==> config.mk <==
export PLATFORM = sky130hd
export DESIGN_NAME = ext_irq_filter
export DESIGN_NICKNAME = d
export VERILOG_FILES = /design/src/verilog/ext_irq_pkg.sv /design/src/verilog/ext_irq_filter.sv
export SDC_FILE = /design/constraint.sdc
export NUM_CORES = 1
export LEC_CHECK = 0
export ABC_AREA = 1
export BUFFER_PORTS_ARGS = -buffer_cell sky130_fd_sc_hd__buf_2
export CELL_PAD_IN_SITES_DETAIL_PLACEMENT = 1
export CELL_PAD_IN_SITES_GLOBAL_PLACEMENT = 2
export CORE_MARGIN = 10
export CORE_UTILIZATION = 33
export CTS_CLUSTER_DIAMETER = 120
export DETAILED_ROUTE_END_ITERATION = 10
export GPL_ROUTABILITY_DRIVEN = 0
export PLACE_DENSITY = 0.82
export SYNTH_ARGS = -nofsm -noshare
export SYNTH_HDL_FRONTEND = slang
export SYNTH_SLANG_ARGS = --single-unit
==> constraint.sdc <==
create_clock -name clk_i -period 2.33 [get_ports clk_i]
set_input_delay 0.1165 -clock clk_i [delete_from_list [all_inputs] [get_ports clk_i]]
set_output_delay 0.1165 -clock clk_i [all_outputs]
set_load 0.05 [all_outputs]
==> src/verilog/ext_irq_pkg.sv <==
// Constants and types for the external interrupt filter block.
// Assumes an APB master on clk_i and a one-hot mode code from the clock controller.
package ext_irq_pkg;

    // ----------------------------------------
    // Sizes
    // ----------------------------------------
    localparam int NSRC = 6;
    localparam int AW = 12;

    // ----------------------------------------
    // Register offsets (byte addresses)
    // ----------------------------------------
    localparam logic [11:0] OFS_POWER_GATE = 12'h000;
    localparam logic [11:0] OFS_CTRL_BASE = 12'h000; // Source x at 4*x, x = 1..4
    localparam logic [11:0] OFS_IRQ_ENABLE = 12'h014;
    localparam logic [11:0] OFS_LEVEL = 12'h018;

    // ----------------------------------------
    // Field positions
    // ----------------------------------------
    localparam int CTRL_NC_LSB = 0;
    localparam int CTRL_ES_LSB = 2;
    localparam int CTRL_LVL_BIT = 4;
    localparam int EN_MASTER_BIT = 6;

    // ----------------------------------------
    // Reset values
    // ----------------------------------------
    localparam logic [5:0] GATE_RST = 6'h00;
    localparam logic [3:0] CTRL_RST = 4'h0;
    localparam logic [6:0] EN_RST = 7'h00;

    // ----------------------------------------
    // Detection condition codes
    // ----------------------------------------
    localparam logic [1:0] COND_RISE = 2'h0;
    localparam logic [1:0] COND_FALL = 2'h1;
    localparam logic [1:0] COND_BOTH = 2'h2;
    localparam logic [1:0] COND_HIGH = 2'h3;

    // ----------------------------------------
    // Timing counts
    // ----------------------------------------
    localparam int CLK_MHZ = 100;
    localparam logic [1:0] FS_DIV_LAST = 2'h3; // Low clock divided by 4

    // Operating mode, one-hot
    typedef enum logic [2:0] {
        MODE_HS = 3'b001,
        MODE_LS = 3'b010,
        MODE_DEEP = 3'b100
    } mode_type;

    typedef struct packed {
        logic psel;
        logic penable;
        logic pwrite;
        logic [11:0] paddr;
        logic [31:0] pwdata;
    } apb_req_type;

    typedef struct packed {
        logic [31:0] prdata;
        logic pready;
        logic pslverr;
    } apb_rsp_type;

endpackage
==> src/verilog/ext_irq_filter.sv <==
// Noise filters and request detection for six external interrupt pins.
// Assumes clk_i is the gear clock, pins and the low clock are asynchronous.
//
// Design decisions made here: the APB interface to the registers and the register offsets.
`timescale 1ns/1ps

module ext_irq_filter (
    input wire logic clk_i,
    input wire logic rst_n_i,
    input wire ext_irq_pkg::apb_req_type apb_i,
    output ext_irq_pkg::apb_rsp_type apb_o,
    input wire ext_irq_pkg::mode_type op_mode_i,
    input wire logic low_freq_clock_i,
    input wire logic [5:0] ext_irq_pin_i,
    output logic [5:0] irq_req_o
);
    import ext_irq_pkg::*;

    // ----------------------------------------
    // Registers and state
    // ----------------------------------------
    logic [5:0] irq_clock_gate_enable;
    logic [5:0] irq_enable;
    logic master_irq_enable;
    logic [3:0] ext_irq_control_reg [NSRC];
    logic filtered_level_flag [NSRC];
    logic filt [NSRC];
    logic clean [NSRC];
    logic [1:0] hist [NSRC];
    logic [5:0] hit;
    logic [3:0] div_cnt;
    logic [2:0] lf_sync;
    logic lf_clean;
    logic lf_prev;
    logic [1:0] fs_cnt;

    // ----------------------------------------
    // Mode and tick decode
    // ----------------------------------------
    wire is_hs = (op_mode_i == MODE_HS);
    wire is_ls = (op_mode_i == MODE_LS);
    wire fs_edge = lf_clean & ~lf_prev;
    wire tick_fs4 = fs_edge & (fs_cnt == FS_DIV_LAST);
    wire [3:0] nc_tick;

    // Gear clock divided by 1, 4, 8, 16
    // interval divisor taps
    assign nc_tick[0] = 1'b1;
    assign nc_tick[1] = (div_cnt[1:0] == 2'h3);
    assign nc_tick[2] = (div_cnt[2:0] == 3'h7);
    assign nc_tick[3] = (div_cnt == 4'hf);

    // Free divider for sampling intervals
    always_ff @(posedge clk_i or negedge rst_n_i) begin
        if (!rst_n_i) begin
            div_cnt <= 4'h0;
        end else begin
            div_cnt <= div_cnt + 4'h1;
        end
    end

    // Low clock synchroniser, two-of-three agree
    always_ff @(posedge clk_i or negedge rst_n_i) begin
        if (!rst_n_i) begin
            lf_sync <= 3'h0;
            lf_clean <= 1'b0;
            lf_prev <= 1'b0;
        end else begin
            lf_sync <= {lf_sync[1:0], low_freq_clock_i};
            if (lf_sync[1] == lf_sync[2]) begin
                lf_clean <= lf_sync[2];
            end
            lf_prev <= lf_clean;
        end
    end

    always_ff @(posedge clk_i or negedge rst_n_i) begin
        if (!rst_n_i) begin
            fs_cnt <= 2'h0;
        end else if (fs_edge) begin
            fs_cnt <= fs_cnt + 2'h1;
        end
    end

    // ----------------------------------------
    // Per-source filter and detector
    // ----------------------------------------
    genvar i;
    generate
        for (i = 0; i < NSRC; i++) begin : g_src
            logic [2:0] sync;
            wire fixed = (i == 0) || (i == NSRC - 1);
            wire [1:0] nc = ext_irq_control_reg[i][CTRL_NC_LSB +: 2];
            wire [1:0] es = ext_irq_control_reg[i][CTRL_ES_LSB +: 2];
            wire run = irq_clock_gate_enable[i] & (is_hs | is_ls);
            wire tick = run & (is_ls ? tick_fs4 : (fixed ? 1'b1 : nc_tick[nc]));
            wire agree = is_ls ? (clean[i] == hist[i][0]) :
                fixed ? 1'b1 : ((clean[i] == hist[i][0]) && (clean[i] == hist[i][1]));
            wire edge_seen = tick & agree & (clean[i] != filt[i]);
            wire new_lvl = edge_seen ? clean[i] : filt[i];
            wire rise = edge_seen & clean[i];
            wire fall = edge_seen & ~clean[i];
            logic det;

            // Condition select
            // rise, fall, both decode
            // fixed falling edge on 0 and 5
            always_comb begin
                det = 1'b0;
                if (fixed) begin
                    det = fall;
                end else begin
                    unique case (es)
                        COND_RISE: det = rise;
                        COND_FALL: det = fall;
                        COND_BOTH: det = edge_seen;
                        COND_HIGH: det = (i == 4) ? (tick & new_lvl) : 1'b0;
                    endcase
                end
            end
            assign hit[i] = det;

            // Pin synchroniser, two-of-three agree
            always_ff @(posedge clk_i or negedge rst_n_i) begin
                if (!rst_n_i) begin
                    sync <= 3'h0;
                    clean[i] <= 1'b0;
                end else begin
                    sync <= {sync[1:0], ext_irq_pin_i[i]};
                    if (sync[1] == sync[2]) begin
                        clean[i] <= sync[2];
                    end
                end
            end

            // Sample history and filtered level
            // short inputs never pass
            always_ff @(posedge clk_i or negedge rst_n_i) begin
                if (!rst_n_i) begin
                    hist[i] <= 2'h0;
                    filt[i] <= 1'b0;
                end else if (tick) begin
                    hist[i] <= {hist[i][0], clean[i]};
                    filt[i] <= new_lvl;
                end
            end

            always_ff @(posedge clk_i or negedge rst_n_i) begin
                if (!rst_n_i) begin
                    filtered_level_flag[i] <= 1'b0;
                end else if (det) begin
                    filtered_level_flag[i] <= new_lvl;
                end
            end
        end
    endgenerate

    always_ff @(posedge clk_i or negedge rst_n_i) begin
        if (!rst_n_i) begin
            irq_req_o <= 6'h00;
        end else begin
            irq_req_o <= hit & irq_enable & {6{master_irq_enable}};
        end
    end

    // ----------------------------------------
    // APB slave
    // ----------------------------------------
    wire access = apb_i.psel & apb_i.penable;
    wire done = access & apb_o.pready;
    wire wr = done & apb_i.pwrite;
    wire [9:0] word = apb_i.paddr[11:2];
    wire hit_gate = (apb_i.paddr == OFS_POWER_GATE);
    wire hit_en = (apb_i.paddr == OFS_IRQ_ENABLE);
    wire hit_lvl = (apb_i.paddr == OFS_LEVEL);
    wire hit_ctrl = (apb_i.paddr[1:0] == 2'h0) && (word >= 10'h1) && (word <= 10'h4);
    wire [2:0] csel = word[2:0];
    wire mapped = hit_gate | hit_en | hit_lvl | hit_ctrl;
    wire [5:0] lvl_vec;
    logic [31:0] rd_data;

    for (i = 0; i < NSRC; i++) begin : g_lvl
        assign lvl_vec[i] = filt[i];
    end

    // Read mux
    // upper control bits read zero
    always_comb begin
        rd_data = 32'h0;
        if (hit_gate) begin
            rd_data[5:0] = irq_clock_gate_enable;
        end else if (hit_en) begin
            rd_data[6:0] = {master_irq_enable, irq_enable};
        end else if (hit_lvl) begin
            rd_data[5:0] = lvl_vec;
        end else if (hit_ctrl) begin
            rd_data[3:0] = ext_irq_control_reg[csel];
            rd_data[CTRL_LVL_BIT] = filtered_level_flag[csel];
        end
    end

    // Response: one wait state, error on unmapped
    always_ff @(posedge clk_i or negedge rst_n_i) begin
        if (!rst_n_i) begin
            apb_o <= '0;
        end else begin
            apb_o.pready <= access & ~apb_o.pready;
            apb_o.pslverr <= access & ~apb_o.pready & ~mapped;
            apb_o.prdata <= (access & ~apb_o.pready) ? rd_data : 32'h0;
        end
    end

    // Register writes
    // gate enables clear on reset
    always_ff @(posedge clk_i or negedge rst_n_i) begin
        if (!rst_n_i) begin
            irq_clock_gate_enable <= GATE_RST;
            {master_irq_enable, irq_enable} <= EN_RST;
            for (int k = 0; k < NSRC; k++) begin
                ext_irq_control_reg[k] <= CTRL_RST;
            end
        end else if (wr) begin
            if (hit_gate) begin
                irq_clock_gate_enable <= apb_i.pwdata[5:0];
            end
            if (hit_en) begin
                {master_irq_enable, irq_enable} <= apb_i.pwdata[6:0];
            end
            if (hit_ctrl) begin
                ext_irq_control_reg[csel] <= apb_i.pwdata[3:0];
            end
        end
    end
endmodule

==> flow_metrics.env <==
export IMPL_synth_area_um2=4630
export IMPL_grt_usage=0.125
export IMPL_p_leak_nw=2.54
export IMPL_crit_start="div_cnt[0]$_DFF_PN0_"
export IMPL_rsz0062_at_grt="no"
export IMPL_drv_slew=0
export IMPL_yosysSeqAreaShare=0.535
export IMPL_seqPwrFrac=0.489
export IMPL_utilization=0.389
export IMPL_highest_layer="met4"
export IMPL_fmax_mhz=533
export IMPL_grt_pass1_wl_um=19800
export IMPL_die_width_um=138
export IMPL_finClkSkew_ns=0.00862
export IMPL_relSlewSlack=0.581
export IMPL_required_ns=2.62
export IMPL_synth_flop_cell="dfrtp_1"
export IMPL_synth_top_area_frac=0.535
export IMPL_antenna_left=0
export IMPL_grt_pass1_vias=3831
export IMPL_crit_arrival_ns=2.17
export IMPL_cp_start_kind="flip-flop"
export IMPL_postCtsSetupBuffers=0
export IMPL_regArea_um2=2480
export IMPL_combPwrFrac=0.092
export IMPL_critical_path_class="flip-flop to flip-flop"
export IMPL_placed_cell_area_um2=4990
export IMPL_peakVddDrop_uv=385
export IMPL_via_count=3526
export IMPL_finalCritPeriodShare=0.805
export IMPL_largest_reg_flops=18
export IMPL_critPathCapture="filtered_level_flag[3]$_DFFE_PN0P_"
export IMPL_ctsLongestPathBuffers=2
export IMPL_multi_input_area_um2=1820
export IMPL_power_density_nw_per_um2=689
export IMPL_cp_max_fo=4
export IMPL_wl_met2_um=5760
export IMPL_clkLatencyLatePin_ns=0.35
export IMPL_pwr_share_clk=0.419
export IMPL_synth_seq_cells=99
export IMPL_intPower_mw=2.74
export IMPL_avgSynthCellArea_um2=9.21
export IMPL_r2r_start="div_cnt[0]$_DFF_PN0_"
export IMPL_drive_above_1_share=0.181
export IMPL_first_pass_iters=4
export IMPL_yosys_warnings=0
export IMPL_die_height_um=138
export IMPL_reg2regPathDepth=10
export IMPL_r2r_end="filtered_level_flag[3]$_DFFE_PN0P_"
export IMPL_synth_most_common_cell="nand2_1"
export IMPL_grt_max_degree=58
export IMPL_routed_wl_um=11800
export IMPL_yosys_area_top_type="dfrtp_1"
export IMPL_numClockSinks=99
export IMPL_synth_area_leaders="dfrtp_1 (53%), nand2_1 (9.6%), buf_4 (4.1%)"
export IMPL_switching_share=0.262
export IMPL_pin_count=99
export IMPL_synth_edf_count=0
export IMPL_avgViaCountPerCell=4.71
export IMPL_synth_common_cells="nand2_1 (118), dfrtp_1 (99), inv_1 (44)"
export IMPL_antenna_found_initial=1
export IMPL_fin_crit_ns=1.87
export IMPL_final_hold_violation_count=0
export IMPL_numCtsBuffers=9
export IMPL_min_path_type="input pin to flip-flop"
export IMPL_die_area_um2=19200
export IMPL_port_buffers=48
export IMPL_wl_per_cell_um=15.8
export IMPL_setup_viol=0
export IMPL_synthesis_instances=503
export IMPL_nets=625
export IMPL_routedLengthMet1_um=5480
export IMPL_area_growth_synth_to_final_pct=16.2
export IMPL_maxCapViolCount=0
export IMPL_tritoncts="done"
export IMPL_drc=0
export IMPL_initial_core_util=0.335
export IMPL_p_sw_mw=0.972
export IMPL_ys_types=40
export IMPL_status="finished clean"
export IMPL_row_count=43
export IMPL_first_iter_violations=237
export IMPL_worstSetupEndpointType="flip-flop"
export IMPL_core_area_um2=13800
export IMPL_path_clk_slew_ns=0.07
export IMPL_grt_overflow_total=0
export IMPL_r2r_setup_slack_ns=0.46
export IMPL_async_flop_share=1.00
export IMPL_htree_num_levels=3
export IMPL_final_cell_area_um2=5380
export IMPL_route_met3_wl_um=420
export IMPL_fillers=1610
export IMPL_worst_slew_pin_slew_ns=0.626
export IMPL_hpwl_um=8760
export IMPL_setup_tns_ns=0
export IMPL_cts_root_buf="clkbuf_16"
[power by group through the flow]
| stage | clock [mW] | sequential (mW) | combinational, mW |
|---|---|---|---|
| floorplan | 0 | 1.84 | 0.257 |
| global placement | 0 | 1.84 | 0.320 |
| detailed placement | 0 | 1.85 | 0.333 |
| CTS | 1.61 | 1.82 | 0.345 |
| global route | 1.67 | 1.82 | 0.377 |
| finish | 1.55 | 1.81 | 0.340 |
[per-layer routing]
layer,vias to the layer above,global-route usage
li1,1716,-
met1,1731,0.157
met2,67,0.207
met3,12,0.0267
met4,0,0.0472
met5,-,0
[placed cells by master, fill, tap and decap left out, types with 2 or more instances in the layout]
master         instances
nand3_4                3
a21oi_1               14
nand4_1                7
xor2_1                 9
nand3_1               19
o21ai_1               24
nor2_4                 2
nor3_1                 3
nand3_2                2
dfrtp_1               99
clkinv_4               2
maj3_1                 7
conb_1                25
ha_1                   3
inv_6                  2
o21ai_0               30
nand2_1              118
inv_2                  7
mux2_2                 2
o211ai_1              16
nor2_2                 7
and2_4                 2
nor2_1                30
dlygate4sd3_1          8
buf_4                  3
o21ai_2                5
nand2_2                2
clkbuf_16              9
buf_2                 47
inv_1                 44
nand3b_1               2
[layout make-up]
type | instances | share of cell area
multi-input cells | 343 | 0.337
repair buffers | 59 | 0.0665
clock buffers | 10 | 0.0444
flip-flops and latches | 99 | 0.460
diodes | 1 | 0.000465
inverters | 51 | 0.0356
well taps | 180 | 0.0419
clock inverters | 6 | 0.0135
[timing repair]
action	in CTS	in global routing
hold buffers	8	0
endpoints found under the hold margin	49	0
resized for setup	0	0
[cells by family (layout without fill, tap and decap cells)]
kind of cell / Yosys count / count (layout) / synth area share
compound gates: 92 / 92 / 0.115
xor+xnor: 10 / 10 / 0.0189
fa+ha+maj: 10 / 10 / 0.0232
buf+inv: 85 / 126 / 0.0924
flops: 99 / 99 / 0.535
mux: 2 / 2 / 0.00486
other cells: 1 / 26 / 0.000810
simple gates: 204 / 204 / 0.210
[through the flow]
step	std cells	setup slack, ns	total power [mW]	hold WS (ns)
6_report	749	0.455	3.71	0.0116
5_1_grt	748	0.273	3.87	0.0432
4_1_cts	748	0.438	3.77	0.00445
3_5_place_dp	724	0.441	2.18	0.162
3_3_place_gp	724	0.527	2.16	0.149
2_1_floorplan	527	0.709	2.09	-0.179
[critical path, stage by stage (launching register included)]
cell	delay, ns
dfrtp_1	0.40
ha_1	0.25
ha_1	0.21
inv_1	0.11
nand3_1	0.09
a21oi_1	0.30
nor2_2	0.10
and2_4	0.16
nand3_1	0.09
nand2_1	0.06
nand2_1	0.05
[worst min-delay path by stage]
stage                         from  depth (start not counted)                             to
final                     apb_i[6]                          3  master_irq_enable$_DFFE_PN0P_
after global routing      apb_i[5]                          3      irq_enable[5]$_DFFE_PN0P_
after CTS                 apb_i[6]                          3  master_irq_enable$_DFFE_PN0P_
after detailed placement   rst_n_i                          1     g_src[1].sync[0]$_DFF_PN0_
after global placement     rst_n_i                          1     g_src[1].sync[0]$_DFF_PN0_
after floorplan            rst_n_i                          0             apb_o[0]$_DFF_PN0_
Power figures use the tool's default switching activity.
